--- src/rsrc_pkg.sv ---
/*
 * Package for the regulator supervisor and reset control block: register
 * offsets, field positions, reset values and timing counts.
 * Assumes a 100 MHz pclk and 32-bit APB data with word-aligned registers.
 */
package rsrc_pkg;

    // ****************************************************************
    // register offsets (byte addresses)
    // ****************************************************************
    localparam logic [7:0] RSRC_OFF_PGOOD   = 8'h04;
    localparam logic [7:0] RSRC_OFF_MASK    = 8'h08;
    localparam logic [7:0] RSRC_OFF_CONV    = 8'h0c;
    localparam logic [7:0] RSRC_OFF_CONV2   = 8'h10;
    localparam logic [7:0] RSRC_OFF_REGCTL  = 8'h14;
    localparam logic [7:0] RSRC_OFF_LINCTL  = 8'h18;
    localparam logic [7:0] RSRC_OFF_STATE   = 8'h1c;
    localparam logic [7:0] RSRC_OFF_BUCK3V  = 8'h20;

    // ****************************************************************
    // field positions and reset values
    // ****************************************************************
    localparam int          RSRC_LOWRIP_BIT  = 3;
    localparam logic [4:0]  RSRC_MASK_RST    = 5'h00;
    localparam logic [7:0]  RSRC_CONV_RST    = 8'h00;
    localparam logic [2:0]  RSRC_DIS_RST     = 3'h0;
    localparam logic [1:0]  RSRC_REGCTL_RST  = 2'h3;
    localparam logic [7:0]  RSRC_LINCTL_RST  = 8'h00;
    localparam logic [5:0]  RSRC_B3_LOW      = 6'h0d; // 1.3 V in 0.1 V
    localparam logic [5:0]  RSRC_B3_HIGH     = 6'h1f; // 1.55 V in 0.05 V
    localparam logic [31:0] RSRC_UNMAPPED    = 32'h0000_00ff;

    // ****************************************************************
    // timing
    // ****************************************************************
    localparam int RSRC_CLK_MHZ       = 100;
    localparam int RSRC_DELAY_US      = 170;
    localparam int RSRC_SOFT_US       = 750;
    localparam int RSRC_DEBOUNCE_MS   = 30;
    localparam int RSRC_HOLD_MS_PER_NF = 100;
    localparam int RSRC_DELAY_CYC = RSRC_DELAY_US * RSRC_CLK_MHZ;
    localparam int RSRC_SOFT_CYC  = RSRC_SOFT_US * RSRC_CLK_MHZ;
    localparam int RSRC_DEB_CYC   = RSRC_DEBOUNCE_MS * 1000 * RSRC_CLK_MHZ;
    localparam int RSRC_HOLD_CYC  = RSRC_HOLD_MS_PER_NF * 1000 * RSRC_CLK_MHZ;

    // per-converter start phase
    typedef enum logic [1:0] {
        RSRC_OFF   = 2'b00,
        RSRC_BIAS  = 2'b01,
        RSRC_RAMP  = 2'b10,
        RSRC_RUN   = 2'b11
    } rsrc_phase_t;

    // analog comparator inputs grouped together
    typedef struct packed {
        logic [4:0] out_low;   // below 10 % under target, per rail
        logic [4:0] out_ok;    // above 5 % hysteresis point, per rail
        logic [2:0] precharged;
        logic [2:0] near_drop; // input close to output
    } rsrc_sense_t;

    // per-converter control to the power stage
    typedef struct packed {
        logic [2:0] switching;
        logic [2:0] full_duty;
        logic [2:0] discharge;
        logic [2:0] hold_off;   // no sinking while precharged
        logic [2:0] low_ripple;
    } rsrc_stage_t;

endpackage

--- src/rsrc_top.sv ---
/*
 * Regulator supervisor and reset control: enables, lockout, start timing,
 * discharge, power-good status and interrupt, warm-reset debounce and
 * system reset hold, with an APB register slave.
 * Assumes all inputs are synchronous to pclk and analog comparators are
 * outside; the reset pin is open drain, resolved by the surroundings.
 */
// Decided for this implementation: register access over APB and the register addresses.
`timescale 1ns/10ps
module rsrc_top #(
    parameter int DELAY_CYC = rsrc_pkg::RSRC_DELAY_CYC,
    parameter int SOFT_CYC  = rsrc_pkg::RSRC_SOFT_CYC,
    parameter int DEB_CYC   = rsrc_pkg::RSRC_DEB_CYC,
    parameter int HOLD_CYC  = rsrc_pkg::RSRC_HOLD_CYC
) (
    input  wire logic                 pclk,
    input  wire logic                 presetn,
    input  wire logic                 psel,
    input  wire logic                 penable,
    input  wire logic                 pwrite,
    input  wire logic [7:0]           paddr,
    input  wire logic [31:0]          pwdata,
    output logic      [31:0]          prdata,
    output logic                      pready,
    output logic                      pslverr,
    input  wire logic                 buck1_enable,
    input  wire logic                 buck2_enable,
    input  wire logic                 buck3_enable,
    input  wire logic                 linear_reg_enable_pin,
    input  wire logic                 buck1_default_select,
    input  wire logic                 buck2_default_select,
    input  wire logic                 buck3_default_select,
    input  wire logic                 uvlo,
    input  wire logic                 overtemperature,
    input  wire logic                 rtc_rail_low,
    input  wire logic                 warm_reset_n_in,
    input  wire logic [31:0]          reset_delay_cap_pin,
    input  wire rsrc_pkg::rsrc_sense_t sense,
    output rsrc_pkg::rsrc_stage_t     stage,
    output logic      [4:0]           rail_on,
    output logic      [5:0]           buck3_vsel,
    output logic      [1:0]           buck12_default_hi,
    output logic                      int_n,
    output logic                      system_reset_out_o,
    output logic                      system_reset_out_oe
);

    // ****************************************************************
    // effective enables
    // ****************************************************************
    logic       fault;
    logic [2:0] buck_en;
    logic [1:0] lin_en;
    logic [7:0] conv_q;
    logic [2:0] dis_q;
    logic [1:0] regctl_q;
    logic [7:0] linctl_q;
    logic [4:0] mask_q;
    logic [4:0] block_q;
    logic [4:0] pgood_q;
    logic [5:0] b3v_q;
    logic       deb_q;

    assign fault   = uvlo | overtemperature;
    assign buck_en = {buck3_enable, buck2_enable, buck1_enable} &
                     {3{~fault}};
    assign lin_en  = {2{linear_reg_enable_pin & ~fault}} & regctl_q;

    // ****************************************************************
    // per-converter start sequence
    // ****************************************************************
    rsrc_pkg::rsrc_phase_t phase_q [3];
    logic [31:0]           tmr_q   [3];
    logic [2:0]            pre_q;

    // bias delay then soft ramp; disable aborts at once
    for (genvar i = 0; i < 3; i++) begin : g_conv
        always_ff @(posedge pclk or negedge presetn) begin
            if (!presetn) begin
                phase_q[i] <= rsrc_pkg::RSRC_OFF;
                tmr_q[i]   <= 32'h0000_0000;
                pre_q[i]   <= 1'b0;
            end else if (!buck_en[i]) begin
                phase_q[i] <= rsrc_pkg::RSRC_OFF;
                tmr_q[i]   <= 32'h0000_0000;
                pre_q[i]   <= 1'b0;
            end else begin
                case (phase_q[i])
                    rsrc_pkg::RSRC_OFF: phase_q[i] <= rsrc_pkg::RSRC_BIAS;
                    rsrc_pkg::RSRC_BIAS: begin
                        // precharge sampled during the bias delay
                        pre_q[i] <= sense.precharged[i];
                        if (tmr_q[i] >= 32'(DELAY_CYC - 1)) begin
                            phase_q[i] <= rsrc_pkg::RSRC_RAMP;
                            tmr_q[i]   <= 32'h0000_0000;
                        end else begin
                            tmr_q[i] <= tmr_q[i] + 32'h0000_0001;
                        end
                    end
                    rsrc_pkg::RSRC_RAMP: begin
                        // a precharged output ends the ramp when it is met
                        if (tmr_q[i] >= 32'(SOFT_CYC - 1) ||
                            (pre_q[i] && !sense.precharged[i])) begin
                            phase_q[i] <= rsrc_pkg::RSRC_RUN;
                            pre_q[i]   <= 1'b0;
                        end else begin
                            tmr_q[i] <= tmr_q[i] + 32'h0000_0001;
                        end
                    end
                    default: phase_q[i] <= rsrc_pkg::RSRC_RUN;
                endcase
            end
        end
    end

    // ****************************************************************
    // power stage controls, registered
    // ****************************************************************
    always_ff @(posedge pclk or negedge presetn) begin
        if (!presetn) begin
            stage   <= '0;
            rail_on <= 5'h00;
        end else begin
            for (int i = 0; i < 3; i++) begin
                stage.switching[i] <= phase_q[i] == rsrc_pkg::RSRC_RAMP ||
                                      phase_q[i] == rsrc_pkg::RSRC_RUN;
                stage.full_duty[i] <= buck_en[i] &&
                                      phase_q[i] == rsrc_pkg::RSRC_RUN &&
                                      sense.near_drop[i];
                stage.hold_off[i]  <= phase_q[i] == rsrc_pkg::RSRC_RAMP &&
                                      pre_q[i];
                stage.discharge[i] <= dis_q[i] & ~buck_en[i];
                stage.low_ripple[i] <= conv_q[rsrc_pkg::RSRC_LOWRIP_BIT];
            end
            rail_on <= {buck_en, lin_en};
        end
    end

    // ****************************************************************
    // power-good status with hysteresis
    // ****************************************************************
    logic [4:0] rail_en;
    assign rail_en = {buck_en, lin_en[1], lin_en[0]};

    // fault bit set below 10 %, cleared above the 5 % point
    always_ff @(posedge pclk or negedge presetn) begin
        if (!presetn) begin
            pgood_q <= 5'h00;
        end else begin
            for (int i = 0; i < 5; i++) begin
                if (!rail_en[i]) begin
                    pgood_q[i] <= 1'b0;
                end else if (sense.out_low[i]) begin
                    pgood_q[i] <= 1'b1;
                end else if (sense.out_ok[i]) begin
                    pgood_q[i] <= 1'b0;
                end
            end
        end
    end

    // ****************************************************************
    // interrupt with read blocking
    // ****************************************************************
    logic rd_pgood;
    assign rd_pgood = psel & penable & ~pwrite &
                      (paddr == rsrc_pkg::RSRC_OFF_PGOOD);

    // a read blocks bits active then; a cleared fault lifts its block
    always_ff @(posedge pclk or negedge presetn) begin
        if (!presetn) begin
            block_q <= 5'h00;
        end else begin
            block_q <= (block_q & pgood_q) |
                       (rd_pgood ? pgood_q : 5'h00);
        end
    end

    // active low pin: low while any unmasked unblocked fault stands
    always_ff @(posedge pclk or negedge presetn) begin
        if (!presetn) begin
            int_n <= 1'b1;
        end else begin
            int_n <= ~|(pgood_q & ~mask_q & ~block_q);
        end
    end

    // ****************************************************************
    // warm-reset debounce
    // ****************************************************************
    logic [31:0] deb_cnt_q;

    // input must stay at a new level a full filter time to be taken
    always_ff @(posedge pclk or negedge presetn) begin
        if (!presetn) begin
            deb_q     <= 1'b0;
            deb_cnt_q <= 32'h0000_0000;
        end else if ((~warm_reset_n_in) == deb_q) begin
            deb_cnt_q <= 32'h0000_0000;
        end else if (deb_cnt_q >= 32'(DEB_CYC - 1)) begin
            deb_q     <= ~warm_reset_n_in;
            deb_cnt_q <= 32'h0000_0000;
        end else begin
            deb_cnt_q <= deb_cnt_q + 32'h0000_0001;
        end
    end

    // ****************************************************************
    // system reset hold
    // ****************************************************************
    logic [31:0] hold_q;
    logic        hold_done_q;
    logic [31:0] hold_lim;

    // zero on the capacitor pin means the plain per-nF count
    assign hold_lim = (reset_delay_cap_pin == 32'h0000_0000) ?
                      32'(HOLD_CYC) : reset_delay_cap_pin;

    // rail-low comparator already carries 2.4/2.52 V hysteresis
    always_ff @(posedge pclk or negedge presetn) begin
        if (!presetn) begin
            hold_q      <= 32'h0000_0000;
            hold_done_q <= 1'b0;
        end else if (rtc_rail_low || deb_q) begin
            hold_q      <= 32'h0000_0000;
            hold_done_q <= 1'b0;
        end else if (!hold_done_q) begin
            if (hold_q >= hold_lim - 32'h0000_0001) begin
                hold_done_q <= 1'b1;
            end else begin
                hold_q <= hold_q + 32'h0000_0001;
            end
        end
    end

    // open drain: drive low while not released
    always_ff @(posedge pclk or negedge presetn) begin
        if (!presetn) begin
            system_reset_out_oe <= 1'b1;
        end else begin
            system_reset_out_oe <= ~hold_done_q;
        end
    end
    assign system_reset_out_o = 1'b0;

    // ****************************************************************
    // default voltages
    // ****************************************************************
    // reload while system reset is held, so power-up follows the pin
    always_ff @(posedge pclk or negedge presetn) begin
        if (!presetn) begin
            b3v_q             <= rsrc_pkg::RSRC_B3_LOW;
            buck12_default_hi <= 2'h0;
        end else begin
            buck12_default_hi <= {buck2_default_select,
                                  buck1_default_select};
            if (!hold_done_q || rtc_rail_low || uvlo) begin
                b3v_q <= buck3_default_select ? rsrc_pkg::RSRC_B3_HIGH :
                         rsrc_pkg::RSRC_B3_LOW;
            end else if (psel && penable && pwrite &&
                         paddr == rsrc_pkg::RSRC_OFF_BUCK3V) begin
                b3v_q <= pwdata[5:0];
            end
        end
    end
    assign buck3_vsel = b3v_q;

    // ****************************************************************
    // apb register slave
    // ****************************************************************
    logic wr_acc;
    assign wr_acc = psel & penable & pwrite;

    // writable control registers; warm reset leaves them alone
    always_ff @(posedge pclk or negedge presetn) begin
        if (!presetn) begin
            conv_q   <= rsrc_pkg::RSRC_CONV_RST;
            dis_q    <= rsrc_pkg::RSRC_DIS_RST;
            regctl_q <= rsrc_pkg::RSRC_REGCTL_RST;
            linctl_q <= rsrc_pkg::RSRC_LINCTL_RST;
            mask_q   <= rsrc_pkg::RSRC_MASK_RST;
        end else if (wr_acc) begin
            if (paddr == rsrc_pkg::RSRC_OFF_CONV) begin
                conv_q <= pwdata[7:0];
            end else if (paddr == rsrc_pkg::RSRC_OFF_CONV2) begin
                dis_q <= pwdata[2:0];
            end else if (paddr == rsrc_pkg::RSRC_OFF_REGCTL) begin
                regctl_q <= pwdata[1:0];
            end else if (paddr == rsrc_pkg::RSRC_OFF_LINCTL) begin
                linctl_q <= pwdata[7:0];
            end else if (paddr == rsrc_pkg::RSRC_OFF_MASK) begin
                mask_q <= pwdata[4:0];
            end
        end
    end

    // read data registered in the setup cycle, ready in the access cycle
    always_ff @(posedge pclk or negedge presetn) begin
        if (!presetn) begin
            prdata <= 32'h0000_0000;
        end else if (psel && !penable) begin
            if (paddr == rsrc_pkg::RSRC_OFF_PGOOD) begin
                prdata <= {27'h0, pgood_q};
            end else if (paddr == rsrc_pkg::RSRC_OFF_MASK) begin
                prdata <= {27'h0, mask_q};
            end else if (paddr == rsrc_pkg::RSRC_OFF_CONV) begin
                prdata <= {24'h0, conv_q};
            end else if (paddr == rsrc_pkg::RSRC_OFF_CONV2) begin
                prdata <= {29'h0, dis_q};
            end else if (paddr == rsrc_pkg::RSRC_OFF_REGCTL) begin
                prdata <= {30'h0, regctl_q};
            end else if (paddr == rsrc_pkg::RSRC_OFF_LINCTL) begin
                prdata <= {24'h0, linctl_q};
            end else if (paddr == rsrc_pkg::RSRC_OFF_STATE) begin
                prdata <= {26'h0, deb_q, hold_done_q, block_q[3:0]};
            end else if (paddr == rsrc_pkg::RSRC_OFF_BUCK3V) begin
                prdata <= {26'h0, b3v_q};
            end else begin
                prdata <= rsrc_pkg::RSRC_UNMAPPED;
            end
        end
    end

    always_ff @(posedge pclk or negedge presetn) begin
        if (!presetn) begin
            pready  <= 1'b0;
            pslverr <= 1'b0;
        end else begin
            pready  <= psel & ~penable;
            pslverr <= 1'b0;
        end
    end
endmodule
--- config.mk ---
export PLATFORM = sky130hd
export DESIGN_NAME = rsrc_top
export DESIGN_NICKNAME = d
export VERILOG_FILES = /design/src/rsrc_pkg.sv /design/src/rsrc_top.sv
export SDC_FILE = /design/constraint.sdc
export NUM_CORES = 1
export LEC_CHECK = 0
export ABC_AREA = 1
export BUFFER_PORTS_ARGS = -buffer_cell sky130_fd_sc_hd__buf_2
export CAP_MARGIN = 20
export CORE_UTILIZATION = 45
export CTS_BUF_LIST = sky130_fd_sc_hd__clkbuf_4
export CTS_CLUSTER_DIAMETER = 50
export CTS_CLUSTER_SIZE = 16
export DETAILED_ROUTE_END_ITERATION = 7
export GPL_TIMING_DRIVEN = 0
export PLACE_DENSITY_LB_ADDON = 0.05
export SETUP_SLACK_MARGIN = 0.4
export SKIP_CTS_REPAIR_TIMING = 1
export SYNTH_ARGS = -nofsm -noshare
export SYNTH_HDL_FRONTEND = slang
export SYNTH_SLANG_ARGS = --single-unit
--- constraint.sdc ---
create_clock -name pclk -period 2.2 [get_ports pclk]
set_input_delay 0.55 -clock pclk [delete_from_list [all_inputs] [get_ports pclk]]
set_output_delay 0.55 -clock pclk [all_outputs]
set_load 0.005 [all_outputs]
==> impl_metrics.env <==
export IMPL_status="complete, but fails checks"
export IMPL_violations="negative setup slack"
export IMPL_syn2layout_area_growth_pct=37.1
export IMPL_p_per_area_nw_per_um2=440
export IMPL_clk_path_buf_depth=3
export IMPL_critPathKind="in -> reg"
export IMPL_grt_pass1_wl_um=61600
export IMPL_drc_errors=0
export IMPL_nNetsFinal=2366
export IMPL_crit_path_end_kind="register"
export IMPL_placed_cells=2464
export IMPL_worst_pin_slew_ps=837
export IMPL_grt_max_degree=125
export IMPL_path_buf_inv=3
export IMPL_die_area_sq_um=32500
export IMPL_dp_hpwl_um=28900
export IMPL_yosys_warnings=0
export IMPL_fin_ws_ps=-875
export IMPL_synth_edff_count=0
export IMPL_hold_viol_final=0
export IMPL_setup_viol=33
export IMPL_period_share=1.40
export IMPL_reg2reg_setup_slack_ps=-270
export IMPL_cts_htree_levels=1
export IMPL_ys_flop_type="dfrtp_1"
export IMPL_grt_pass1_vias=12000
export IMPL_critical_path_required_ps=2860
export IMPL_drt_pass1_iterations=5
export IMPL_yosysTopAreaCellShare=0.415
export IMPL_slew_limit_headroom=0.440
export IMPL_wl_per_cell_um=15.9
export IMPL_die_h_um=180
export IMPL_worstPathArrival_ps=3740
export IMPL_first_iter_violations=789
export IMPL_final_cells=2644
export IMPL_antenna_found_initial=1
export IMPL_worst_hold_path_type="in -> reg"
export IMPL_cts_tree="yes"
export IMPL_start_util=0.463
export IMPL_synth_seq_cells=244
export IMPL_clock_sinks=244
export IMPL_final_common_cell="nand2_1"
export IMPL_clock_latency_ps=790
export IMPL_syn_inst=1913
export IMPL_detail_route_vias_per_cell=5.16
export IMPL_drv_slew=0
export IMPL_rsz0062_at_grt="true"
export IMPL_fin_util=0.634
export IMPL_drt_antenna_violating_nets=0
export IMPL_drive_above_1_share=0.325
export IMPL_slowest_stage="nor4_4"
export IMPL_avgSynthCellArea_sq_um=7.48
export IMPL_critPathMaxStageDelay_ps=360
export IMPL_syn_area_sq_um=14300
export IMPL_track_usage=0.233
export IMPL_p_total_mw=8.63
export IMPL_clk_pin_slew_worst_paths_ps=150
export IMPL_irDropWorstVdd_v=0.000317
export IMPL_ios=169
export IMPL_yosys_area_top_type="dfrtp_1"
export IMPL_cp_max_fo=6
export IMPL_num_rows=64
export IMPL_final_cell_mix="nand2_1, dfrtp_1, inv_1, nor2_1, nand3_1"
export IMPL_finalCriticalPeriod_ps=3070
export IMPL_io_buffers=118
export IMPL_cts_root_buffer="clkbuf_4"
export IMPL_synthTopCellsByArea="dfrtp_1, nand2_1, nor2_1, inv_1, nand3_1"
export IMPL_finalSetupTns_ps=-27540
export IMPL_die_w_um=180
export IMPL_seq_area_frac_synth=0.428
export IMPL_crit_path_start_kind="input pin"
export IMPL_whs_ps=27.0
export IMPL_drt_wl_total_um=42100
export IMPL_grt_overflow=0
export IMPL_leakage_nw=8.94
export IMPL_cap_viol_max_count=0
export IMPL_fin_skew_ps=34.1
export IMPL_synthArstFlopShare=1.00
export IMPL_cts_buffers=29
export IMPL_critical_path_top_delay_family="simple AND/OR/NAND/NOR gates"
export IMPL_core_area_sq_um=30900
export IMPL_place_congestion=0.931
export IMPL_ys_types=53
export IMPL_num_vias=13600
export IMPL_fmax_ghz=0.325
Yosys cell counts (3+ instances only):
master    count
o21ai_1      11
nand4_1      45
or2_2         3
o31ai_1       3
xor2_1       64
a31oi_1       3
ha_1         38
nor4_1       13
clkbuf_1     15
o21ai_0      76
nand3_2       4
o22ai_1      11
inv_2         8
nor3_1       64
buf_2        23
nand3b_1      3
dfstp_2       7
nor4_2        3
o211ai_1      5
nor2_1      289
nand3_1     149
dfrtp_1     237
nand2_1     412
nor3_2        6
nand2_2       9
o21a_1        4
buf_4        31
nor2_4        3
xnor2_1      17
a21oi_1      68
inv_1       235
nor2_2       25
per-stage QoR:
step | setup slack (ps) | cell area (sq um)
finish | -875 | 19600
floorplan | -852 | 14500
global route | -998 | 19600
CTS | -1060 | 16100
detailed placement | -1900 | 15600
global placement | -3900 | 15600
final timing paths:
check,start,endpoint,cells after the start
max,reset_delay_cap_pin[28],hold_q[31],25
min,sense[9],pgood_q[3],4
max reg2reg,hold_q[28],hold_q[31],12
min reg2reg,conv_q[3],stage[0],0
max in group asynchronous,presetn,tmr_q[37],3
min in group asynchronous,presetn,buck12_default_hi[0],2
logic make-up after synthesis:
kind of cell | after synthesis | synth area share
buffers and inverters | 317 | 0.0944
other | 1 | 0.000262
AND/OR/NAND/NOR | 1036 | 0.319
XOR/XNOR | 81 | 0.0496
adder cells (fa/ha/maj) | 38 | 0.0332
multiplexers | 1 | 0.000700
flip-flops | 244 | 0.428
AO/OA/AOI/OAI | 195 | 0.0747
state kept, by name (all words and copies together) (netlist names), 6 cells and up:
name / flops
tmr_q: 96
deb_cnt_q: 32
hold_q: 32
stage: 13
conv_q: 8
linctl_q: 8
prdata: 8
buck3_vsel: 6
phase_q: 6
worst min-delay path, delay by kind of cell:
family / cells / cell delay [ps]
simple gates: 3 / 160
buf+inv: 1 / 70
cell type report:
| class | count | area (sq um) |
|---|---|---|
| antenna | 1 | 2.50 |
| buffer | 72 | 617 |
| clock buffer | 30 | 225 |
| clock inverter | 24 | 272 |
| fill | 2678 | 11300 |
| inverter | 245 | 966 |
| multi-input combinational | 1391 | 8730 |
| sequential | 244 | 6130 |
| tap | 396 | 495 |
| timing repair buffer | 241 | 2160 |
power by group:
group / switching (mW) / leakage (nW) / total (mW) / internal, mW
combinational: 0.587 / 5.37 / 1.01 / 0.424
clock: 1.95 / 0.267 / 3.03 / 1.08
sequential: 0.0387 / 3.30 / 4.58 / 4.54
total: 2.58 / 8.94 / 8.63 / 6.05
routing by layer:
layer | vias to the layer above | GRT usage | part of all wire
li1 | 6738 | - | -
met1 | 6511 | 0.321 | 0.44
met2 | 337 | 0.385 | 0.50
met3 | 55 | 0.0333 | 0.043
met4 | 0 | 0.0557 | 0.019
met5 | - | 0 | 0
Note: power is estimated with default switching activity, not from simulation.
